### config.mk
export PLATFORM = sky130hd
export DESIGN_NAME = uiav_top
export DESIGN_NICKNAME = d
export VERILOG_FILES = /design/src/core/uiav_pkg.sv /design/src/core/uiav_prio_enc.sv /design/src/core/uiav_err_count.sv /design/src/core/uiav_top.sv
export SDC_FILE = /design/constraint.sdc
export NUM_CORES = 1
export LEC_CHECK = 0
export BUFFER_PORTS_ARGS = -buffer_cell sky130_fd_sc_hd__buf_2
export CAP_MARGIN = 20
export CORE_ASPECT_RATIO = 1.75
export CORE_MARGIN = 3
export CORE_UTILIZATION = 40
export DETAILED_ROUTE_END_ITERATION = 8
export HOLD_SLACK_MARGIN = 0.12
export PLACE_DENSITY = 0.73
export SYNTH_ARGS = -nofsm -noshare
export SYNTH_HDL_FRONTEND = slang
export SYNTH_SLANG_ARGS = --single-unit
### constraint.sdc
create_clock -name i_clk_sys -period 1.94 [get_ports i_clk_sys]
set_input_delay 0.097 -clock i_clk_sys [delete_from_list [all_inputs] [get_ports i_clk_sys]]
set_output_delay 0.097 -clock i_clk_sys [all_outputs]
set_load 0.01 [all_outputs]
### src/core/uiav_pkg.sv
package uiav_pkg;

   // ----------------------------------------------------------------
   // register map (word index on the plain register port)
   // ----------------------------------------------------------------
   localparam int ADDR_W = 4;
   localparam logic [3:0] ADDR_PENDING = 4'h0;
   localparam logic [3:0] ADDR_ENABLE = 4'h1;
   localparam logic [3:0] ADDR_SETUP = 4'h2;
   localparam logic [3:0] ADDR_VECTOR = 4'h3;
   localparam logic [3:0] ADDR_ERR_LIMIT = 4'h4;

   // ----------------------------------------------------------------
   // field positions and reset values
   // ----------------------------------------------------------------
   localparam int SETUP_AV_EN_BIT = 0;
   localparam int VECTOR_IRQ_BIT = 8;
   localparam int ERR_COUNT_LSB = 8;
   localparam logic [31:0] PENDING_RESET = 32'h0000_0000;
   localparam logic [31:0] ENABLE_RESET = 32'h0000_0000;
   localparam logic SETUP_AV_EN_RESET = 1'b0;
   localparam logic [7:0] VECTOR_RESET = 8'h00;

   // ----------------------------------------------------------------
   // source slots: slot number times four is the vector byte
   // ----------------------------------------------------------------
   localparam int NUM_SLOTS = 32;
   localparam logic [31:0] RESERVED_SLOTS = 32'h0e02_0080;
   localparam int SLOT_ERR_LIMIT = 24;

   // ----------------------------------------------------------------
   // interrupt entry fetch addresses
   // ----------------------------------------------------------------
   localparam logic [15:0] ENTRY_OPCODE_ADDR = 16'h0043;
   localparam logic [15:0] ENTRY_PAGE_ADDR = 16'h0044;
   localparam logic [15:0] ENTRY_LOW_ADDR = 16'h0045;

   typedef enum logic [1:0]
   {
      ENTRY_IDLE = 2'b00,
      ENTRY_OPCODE = 2'b01,
      ENTRY_PAGE = 2'b10,
      ENTRY_LOW = 2'b11
   } uiav_entry_type;

endpackage

### src/core/uiav_prio_enc.sv
`timescale 1ns/1ps

// lowest set bit wins; o_index is zero when nothing is set
module uiav_prio_enc
#(
   parameter int N = 32
)
(
   input wire logic [N-1:0] i_req,
   output logic o_any,
   output logic [$clog2(N)-1:0] o_index
);

   initial
   begin
      if (N < 2)
      begin
         $error("uiav_prio_enc needs at least two inputs");
      end
   end

   always_comb
   begin
      o_any = 1'b0;
      o_index = '0;
      for (int k = N - 1; k >= 0; k--)
      begin
         if (i_req[k])
         begin
            o_any = 1'b1;
            o_index = k[$clog2(N)-1:0];
         end
      end
   end

endmodule

### src/core/uiav_err_count.sv
`timescale 1ns/1ps

// counts bus errors, saturating; pulses once when the count passes the limit
module uiav_err_count
#(
   parameter int CNT_W = 4
)
(
   input wire logic i_clk_sys,
   input wire logic i_rst,
   input wire logic i_err_pulse,
   input wire logic i_clear,
   input wire logic [CNT_W-1:0] i_limit,
   output logic [CNT_W-1:0] o_count,
   output logic o_limit_hit
);

   logic [CNT_W-1:0] count_reg;
   logic [CNT_W-1:0] count_next;
   logic hit_reg;

   initial
   begin
      if (CNT_W < 1 || CNT_W > 24)
      begin
         $error("uiav_err_count width out of range");
      end
   end

   always_comb
   begin
      count_next = count_reg;
      if (i_err_pulse && count_reg != {CNT_W{1'b1}})
      begin
         count_next = count_reg + 1'b1;
      end
   end

   always_ff @(posedge i_clk_sys)
   begin
      if (i_rst || i_clear)
      begin
         count_reg <= '0;
      end
      else
      begin
         count_reg <= count_next;
      end
   end

   always_ff @(posedge i_clk_sys)
   begin
      if (i_rst || i_clear)
      begin
         hit_reg <= 1'b0;
      end
      else
      begin
         hit_reg <= (count_next > i_limit) && (count_reg <= i_limit);
      end
   end

   assign o_count = count_reg;
   assign o_limit_hit = hit_reg;

endmodule

### src/core/uiav_top.sv
`timescale 1ns/1ps

module uiav_top
#(
   parameter int ERR_CNT_W = 4
)
(
   input wire logic i_clk_sys,
   input wire logic i_rst,
   input wire logic [31:0] i_src_event,
   input wire logic i_bus_error,
   input wire logic i_irq_taken,
   input wire logic i_fetch_stb,
   input wire logic [15:0] i_fetch_addr,
   input wire logic [7:0] i_fetch_data,
   output logic o_fetch_valid,
   output logic [7:0] o_fetch_data,
   output logic o_usb_shared_irq,
   output logic [7:0] o_usb_vector_byte,
   input wire logic [3:0] i_addr,
   input wire logic [31:0] i_wr_data,
   input wire logic i_wr_stb,
   input wire logic i_rd_stb,
   output logic [31:0] o_rd_data
);

   initial
   begin
      if (ERR_CNT_W < 1 || ERR_CNT_W > 8)
      begin
         $error("uiav_top error counter width must be 1 to 8");
      end
   end

   // ----------------------------------------------------------------
   // registers and state
   // ----------------------------------------------------------------
   logic [31:0] pending_reg;
   logic [31:0] pending_next;
   logic [31:0] enable_reg;
   logic autovector_enable;
   logic [ERR_CNT_W-1:0] bus_error_limit;
   logic [ERR_CNT_W-1:0] err_count;
   logic err_hit;
   logic [31:0] set_bits;
   logic [31:0] clr_bits;
   logic [31:0] active_next;
   logic any_next;
   logic [4:0] slot_next;
   logic irq_reg;
   logic [7:0] vector_reg;
   logic [7:0] entry_vector_reg;
   uiav_pkg::uiav_entry_type entry_reg;
   logic [7:0] fetch_data_reg;
   logic fetch_valid_reg;
   logic [31:0] rd_data_reg;
   logic wr_err_limit;

   // ----------------------------------------------------------------
   // bus error counting
   // ----------------------------------------------------------------
   assign wr_err_limit = i_wr_stb && i_addr == uiav_pkg::ADDR_ERR_LIMIT;

   uiav_err_count
   #(
      .CNT_W(ERR_CNT_W)
   )
   u_err_count
   (
      .i_clk_sys(i_clk_sys),
      .i_rst(i_rst),
      .i_err_pulse(i_bus_error),
      .i_clear(wr_err_limit),
      .i_limit(bus_error_limit),
      .o_count(err_count),
      .o_limit_hit(err_hit)
   );

   // ----------------------------------------------------------------
   // pending flags: set wins over a write-one clear
   // ----------------------------------------------------------------
   always_comb
   begin
      set_bits = i_src_event & ~uiav_pkg::RESERVED_SLOTS;
      set_bits[uiav_pkg::SLOT_ERR_LIMIT] = err_hit;
      clr_bits = '0;
      if (i_wr_stb && i_addr == uiav_pkg::ADDR_PENDING)
      begin
         clr_bits = i_wr_data;
      end
      pending_next = (pending_reg & ~clr_bits) | set_bits;
   end

   always_ff @(posedge i_clk_sys)
   begin
      if (i_rst)
      begin
         pending_reg <= uiav_pkg::PENDING_RESET;
      end
      else
      begin
         pending_reg <= pending_next;
      end
   end

   // ----------------------------------------------------------------
   // software controls
   // ----------------------------------------------------------------
   always_ff @(posedge i_clk_sys)
   begin
      if (i_rst)
      begin
         enable_reg <= uiav_pkg::ENABLE_RESET;
         autovector_enable <= uiav_pkg::SETUP_AV_EN_RESET;
         bus_error_limit <= '0;
      end
      else if (i_wr_stb)
      begin
         if (i_addr == uiav_pkg::ADDR_ENABLE)
         begin
            enable_reg <= i_wr_data & ~uiav_pkg::RESERVED_SLOTS;
         end
         if (i_addr == uiav_pkg::ADDR_SETUP)
         begin
            autovector_enable <= i_wr_data[uiav_pkg::SETUP_AV_EN_BIT];
         end
         if (wr_err_limit)
         begin
            bus_error_limit <= i_wr_data[ERR_CNT_W-1:0];
         end
      end
   end

   // ----------------------------------------------------------------
   // priority pick and vector byte
   // ----------------------------------------------------------------
   assign active_next = pending_next & enable_reg & ~uiav_pkg::RESERVED_SLOTS;

   uiav_prio_enc
   #(
      .N(uiav_pkg::NUM_SLOTS)
   )
   u_prio_enc
   (
      .i_req(active_next),
      .o_any(any_next),
      .o_index(slot_next)
   );

   always_ff @(posedge i_clk_sys)
   begin
      if (i_rst)
      begin
         irq_reg <= 1'b0;
         vector_reg <= uiav_pkg::VECTOR_RESET;
      end
      else
      begin
         irq_reg <= any_next;
         vector_reg <= {1'b0, slot_next, 2'b00};
      end
   end

   // ----------------------------------------------------------------
   // interrupt entry tracking
   // ----------------------------------------------------------------
   always_ff @(posedge i_clk_sys)
   begin
      if (i_rst)
      begin
         entry_reg <= uiav_pkg::ENTRY_IDLE;
         entry_vector_reg <= uiav_pkg::VECTOR_RESET;
      end
      else if (i_irq_taken)
      begin
         entry_reg <= uiav_pkg::ENTRY_OPCODE;
         entry_vector_reg <= vector_reg;
      end
      else if (i_fetch_stb)
      begin
         unique case (entry_reg)
            uiav_pkg::ENTRY_IDLE:
            begin
               entry_reg <= uiav_pkg::ENTRY_IDLE;
            end
            uiav_pkg::ENTRY_OPCODE:
            begin
               entry_reg <= (i_fetch_addr == uiav_pkg::ENTRY_OPCODE_ADDR) ?
                  uiav_pkg::ENTRY_PAGE : uiav_pkg::ENTRY_IDLE;
            end
            uiav_pkg::ENTRY_PAGE:
            begin
               entry_reg <= (i_fetch_addr == uiav_pkg::ENTRY_PAGE_ADDR) ?
                  uiav_pkg::ENTRY_LOW : uiav_pkg::ENTRY_IDLE;
            end
            uiav_pkg::ENTRY_LOW:
            begin
               entry_reg <= uiav_pkg::ENTRY_IDLE;
            end
         endcase
      end
   end

   // ----------------------------------------------------------------
   // fetch path: substitute the low jump byte
   // ----------------------------------------------------------------
   always_ff @(posedge i_clk_sys)
   begin
      if (i_rst)
      begin
         fetch_valid_reg <= 1'b0;
         fetch_data_reg <= 8'h00;
      end
      else
      begin
         fetch_valid_reg <= i_fetch_stb;
         if (i_fetch_stb)
         begin
            if (autovector_enable && entry_reg == uiav_pkg::ENTRY_LOW &&
                i_fetch_addr == uiav_pkg::ENTRY_LOW_ADDR)
            begin
               fetch_data_reg <= entry_vector_reg;
            end
            else
            begin
               fetch_data_reg <= i_fetch_data;
            end
         end
      end
   end

   // ----------------------------------------------------------------
   // register read port
   // ----------------------------------------------------------------
   always_ff @(posedge i_clk_sys)
   begin
      if (i_rst)
      begin
         rd_data_reg <= 32'h0000_0000;
      end
      else if (i_rd_stb)
      begin
         rd_data_reg <= 32'h0000_0000;
         unique case (i_addr)
            uiav_pkg::ADDR_PENDING: rd_data_reg <= pending_reg;
            uiav_pkg::ADDR_ENABLE: rd_data_reg <= enable_reg;
            uiav_pkg::ADDR_SETUP: rd_data_reg[uiav_pkg::SETUP_AV_EN_BIT] <= autovector_enable;
            uiav_pkg::ADDR_VECTOR:
            begin
               rd_data_reg[7:0] <= vector_reg;
               rd_data_reg[uiav_pkg::VECTOR_IRQ_BIT] <= irq_reg;
            end
            uiav_pkg::ADDR_ERR_LIMIT:
            begin
               rd_data_reg[ERR_CNT_W-1:0] <= bus_error_limit;
               rd_data_reg[uiav_pkg::ERR_COUNT_LSB +: ERR_CNT_W] <= err_count;
            end
            default: rd_data_reg <= 32'h0000_0000;
         endcase
      end
      else
      begin
         rd_data_reg <= 32'h0000_0000;
      end
   end

   assign o_usb_shared_irq = irq_reg;
   assign o_usb_vector_byte = vector_reg;
   assign o_fetch_valid = fetch_valid_reg;
   assign o_fetch_data = fetch_data_reg;
   assign o_rd_data = rd_data_reg;

   // ----------------------------------------------------------------
   // checks
   // ----------------------------------------------------------------
   logic [31:0] active_now;
   logic [4:0] vec_slot;
   assign active_now = pending_reg & enable_reg;
   assign vec_slot = vector_reg[6:2];
endmodule

# Word level (Yosys, flattened, before mapping)
# Cells that the tools add are included.
# word_totals
register_bits	129
latch_bits	0
ram_bits	0
romBits	0
input_bits	99
output_inout_bits	50
elab_cells	126
mem_count	0
# classes
n_addsub	1
n_mul	0
div_mod_pow	0
order_cmp	2
n_eq_ne	11
shift	0
n_mux	67
n_bitwise	5
n_reduce_logical	21
# op_table
operator	n
$mux 5	26
$and 32x32->32	2
$eq 16x7->1 const B	3
$pmux 20 s2	1
$mux 32	1
$not 32->32	1
$or 32x32->32	1
$mux 1	29
$reduce_or 16->1	1
$pmux 3 s4	1
$pmux 4 s3	1
$pmux 3 s3	1
$eq 4x2->1 const B	2
$mux 8	1
$reduce_or 2->1	4
$reduce_or 8->1	1
$logic_and 1x1->1	6
$pmux 2 s3	1
$reduce_and 2->1	3
$pmux 1 s5	1
$reduce_or 5->1	1
$add 4x1->4 const B	1
$eq 2x2->1 const B	2
$eq 4x1->1 const B	1
other kinds (14)	15

# Depth between registers and ports, before layout
# logic_depth
word_depth	34
depth_mapped	10
ltp_nobuf	10

# Hierarchy
# Synthesis repeated with hierarchy kept, for this count alone.
# hier_totals
hier_cells	654
area_unflattened_um2	5465.2
# modules_own_cells
module	instances	cells_per_inst	area_each_um2	seq_area_each_um2
uiav_top	1	540	4664.5	2362.3
uiav_err_count	1	49	430.4	100.1
uiav_prio_enc	1	65	370.4	0.0

# Least setup slack after synthesis
# No wires, ideal clock.
# synth_timing
path_type	register to register
from	register u_err_count.count_reg[1] (netlist: u_err_count.o_count[1])
to	register u_err_count.hit_reg (netlist: u_err_count.o_limit_hit)
setup_time_ns	0.122
arrival_time_ns	1.840
required_ns	1.818
setup_slack_ns	-0.021
path_stages_with_launch	11
path_buffers	0
synth_period_minus_slack_ns	1.961
path_cell_list	dfxtp_1 > ha_1 > nand3_1 > nand2_1 > mux2_2 > ha_1 > nor2b_1 > o21ai_0 > nand2b_1 > a21oi_1 > nor3_1
# synth_via
elab_chain_cells	5
word_cells_on_any_way	7
cone_classes	add/sub: 1; order compare: 2; eq/ne: 1; mux: 1; reduce/logical: 2
# synth_rtl
element	line_no	rtl
start, declared	uiav_err_count.sv:18	logic [CNT_W-1:0] count_reg;
start signal, assigned	uiav_err_count.sv:47	count_reg <= count_next;
branches (longest 2 deep; another with $add 4x1->4)	--	
$mux 4 (*)	uiav_err_count.sv:33	if (i_err_pulse && count_reg != {CNT_W{1'b1}})
named net u_err_count.count_next[1]	uiav_err_count.sv:19	logic [CNT_W-1:0] count_next;
$gt 4x4->1 (*)	uiav_err_count.sv:59	hit_reg <= (count_next > i_limit) && (count_reg <= i_limit);
$logic_and 1x1->1 (*)	uiav_err_count.sv:59	
end signal, assigned	uiav_err_count.sv:59	
end, declared	uiav_err_count.sv:20	logic hit_reg;
# Mark *: on every way through the listed nets, which the timed path passes.
# A chain may end at the register's enable or synchronous reset.

# Worst setup path in the final report
# layout_timing
from	input port i_addr[3]
to	register pending_reg[14]
# layout_via
elab_chain_cells	6
# layout_rtl
element	line_no	rtl
start, declared	uiav_top.sv:20	input wire logic [3:0] i_addr,
$logic_not 4->1	uiav_top.sv:87	if (i_wr_stb && i_addr == uiav_pkg::ADDR_PENDING)
$logic_and 1x1->1	uiav_top.sv:87	
$mux 32	uiav_top.sv:87	
$not 32->32	uiav_top.sv:91	pending_next = (pending_reg & ~clr_bits) | set_bits;
$and 32x32->32	uiav_top.sv:91	
$or 32x32->32	uiav_top.sv:91	
end signal, assigned	uiav_top.sv:98	pending_reg <= uiav_pkg::PENDING_RESET;
end signal, assigned	uiav_top.sv:102	pending_reg <= pending_next;
end, declared	uiav_top.sv:38	logic [31:0] pending_reg;
# Every way passes these cells.

==> run metrics <==
Tightest Pin Transition 590.3 ps; syn avg cell area 8.136 sq um; Final Critical Period 1909 ps; outcome finished clean; Die Ht 162.0 microns; Final Hold Viols 0; Reg2Reg Depth 10; CTS tree yes; CTS Buf Count 17; Cell Pwr Density 803.9 nW/um^2; cells after synthesis 684; # nets final 1072; Iter 0 DRT Violations 431; crit share post-route 98.39%; Post-synth ARST share 0%; H-tree levels 4; area leader, netlist dfxtp_1; Worst-path clk slew 60 ps; synth warn 0; number of synthesized flops with an enable pin 0; number of placement rows 56; CP Capture Type register; Final TNS setup 0 ps; synth top area cells dfxtp_1 44%, a21oi_1 7.0%, nand2_1 6.7%; startpoint types input port; first-pass GRT wire length 30.73 mm; Initial Utilization 41.15%; Netlist cell types 57; Slew Limit Fails 0; final setup vio count 0; WP data required 2240 ps; maximum VDD drop 0.5868 mV; Hold Crit Class input port to register; clk sinks 123; clk buf depth 2; clk_skew 5.513 ps; WP data arrival 2210 ps; DRC viols 0; largest net degree at the start of global routing 32; ys flop type dfxtp_1; sequential fraction of the synthesis area 44.24%; Final ANT Viol Nets 0; Syn Std Cell Area 5565 sq um; Total Routing Usage GR 25.42%; Worst Path Class, Setup input port to register; # diodes 0; RSZ-0062 raised after global routing yes; vias in the first global route 6498; DR vias 6339; Horiz. Die Dim 95.17 microns; DIE AREA 15420 sq um; Pre-antenna DRT Iters 5; GRT overflow 0; fmax 523.9 MHz; Fin Hold WS 116.6 ps; I/O pin cnt 149; Synth top area share 44.24%; DR WL/cell 16.70 microns; layout cells sized above 1 25.79%; drt via density 5.507; initial antenna violation count 0; crit-path max FO 31; Max-Cap Viols 0; slew margin rel. 60.57%; worst skew pair latency 410 ps; number of buffers added on ports 139; half-perimeter wire length after placement 12.70 mm; root buffer cell clkbuf_16; Pleak 3.694 nW; area growth from synthesis to layout 53.08%; RD Place Congestion 0.8633; synthesis-stage register bit count 123; WHS Path Cells 3; total core area 13520 sq um; final wirelength 19.22 mm; Reg2Reg Setup Slack 70 ps
[cell usage in the layout (no fill, tap or decap), types with 4 or more instances in the layout]
cell	instances
nor2b_1	10
nor2_1	89
o221ai_1	4
nand4_1	5
a31oi_1	4
ha_1	7
buf_4	52
nand3_1	13
o21ai_0	29
buf_2	139
and3_1	7
a41oi_1	19
a211oi_1	6
nor3_1	10
nand3b_1	8
dfxtp_1	121
clkbuf_16	17
dlygate4sd3_1	107
a221oi_1	5
nand2b_1	12
a22oi_1	20
a222oi_1	4
inv_1	28
nand2_1	99
a21oi_1	77
mux2i_1	13
[layer usage]
layer  wire length [microns]  up-vias  track usage (%)
met3                    1086       95            4.263
li1                        -     2972                -
met2                   10220      296            45.71
met1                    6854     2976            26.11
met4                    1066        0            16.89
met5                       0        -                0
[cell usage after synthesis (5+ instances only)]
cell type  count
a211oi_1       8
a21oi_1       78
a221oi_1       5
a22oi_1       20
a41oi_1       20
and3_1         7
clkbuf_1      31
dfxtp_1      123
ha_1           9
inv_1         28
mux2i_1       14
nand2_1      100
nand2b_1      12
nand3_1       13
nand3b_1       8
nand4_1        5
nor2_1        90
nor2b_1       10
nor3_1        11
o21ai_0       30
[logic make-up (layout without fill, tap and decap cells)]
kind of cell	count (synthesis)	count (layout)	synth area share [%]
AND/OR/NAND/NOR	271	271	22.05
XOR/XNOR	2	2	0.3148
other	1	3	0.06738
AO/OA/AOI/OAI	191	191	22.59
buffers and inverters	72	363	5.980
flip-flops	123	123	44.24
adder cells (fa/ha/maj)	9	9	2.023
multiplexers	15	15	2.720
[path summary, 6_finish.rpt]
path                                   to                   start
setup / recovery          pending_reg[14]               i_addr[3]
hold reg to reg           pending_reg[25]         pending_reg[25]
hold / removal            o_fetch_data[6]             i_fetch_stb
setup reg to reg  u_err_count.o_limit_hit  u_err_count.o_count[0]
[per-stage QoR]
stage / cells / cell area (sq um) / worst slack, ps / power, mW / util, %
after floorplan: 686 / 5579 / 24.20 / 3.025 / -
after global placement: 1011 / 6729 / -17.20 / 3.314 / 49.76
after detailed placement: 1011 / 6729 / -69.99 / 3.324 / 49.76
after CTS: 1151 / 8452 / 7.072 / 6.819 / 62.50
after global routing: 1151 / 8519 / -38.43 / 7.069 / 63.00
final: 1151 / 8519 / 31.17 / 6.849 / 63.00
[worst max-delay path: stages]
cell,delay [ps]
buf_2,130
nor4_4,330
buf_12,230
and2_1,200
buf_8,250
nand2_1,120
a21oi_1,190
dlygate4sd3_1,580
nor2_1,50
[report_power, final]
| group | internal (mW) | total [mW] | switching (mW) |
|---|---|---|---|
| Clock | 2.13 | 3.35 | 1.22 |
| Combinational | 0.417 | 0.805 | 0.388 |
| Sequential | 2.61 | 2.69 | 0.0767 |
[final cells by class]
| class | instances | area (sq um) |
|---|---|---|
| inverters | 28 | 105.1 |
| flip-flops and latches | 123 | 2465 |
| well taps | 174 | 217.7 |
| clock inverters | 12 | 161.4 |
| multi-input cells | 491 | 2860 |
| clock buffers | 20 | 466.7 |
| fillers | 1115 | 5004 |
| repair buffers | 303 | 2243 |
[repair_timing]
action / 4_1_cts / 5_1_grt
hold buffers: 108 / 0
endpoints found under the setup margin: 1 / 29
pin swaps: 1 / 12
setup buffers: 0 / 1
gates resized for setup: 4 / 13
endpoints found under the hold margin: 79 / 0
Power figures use the tool's default switching activity.
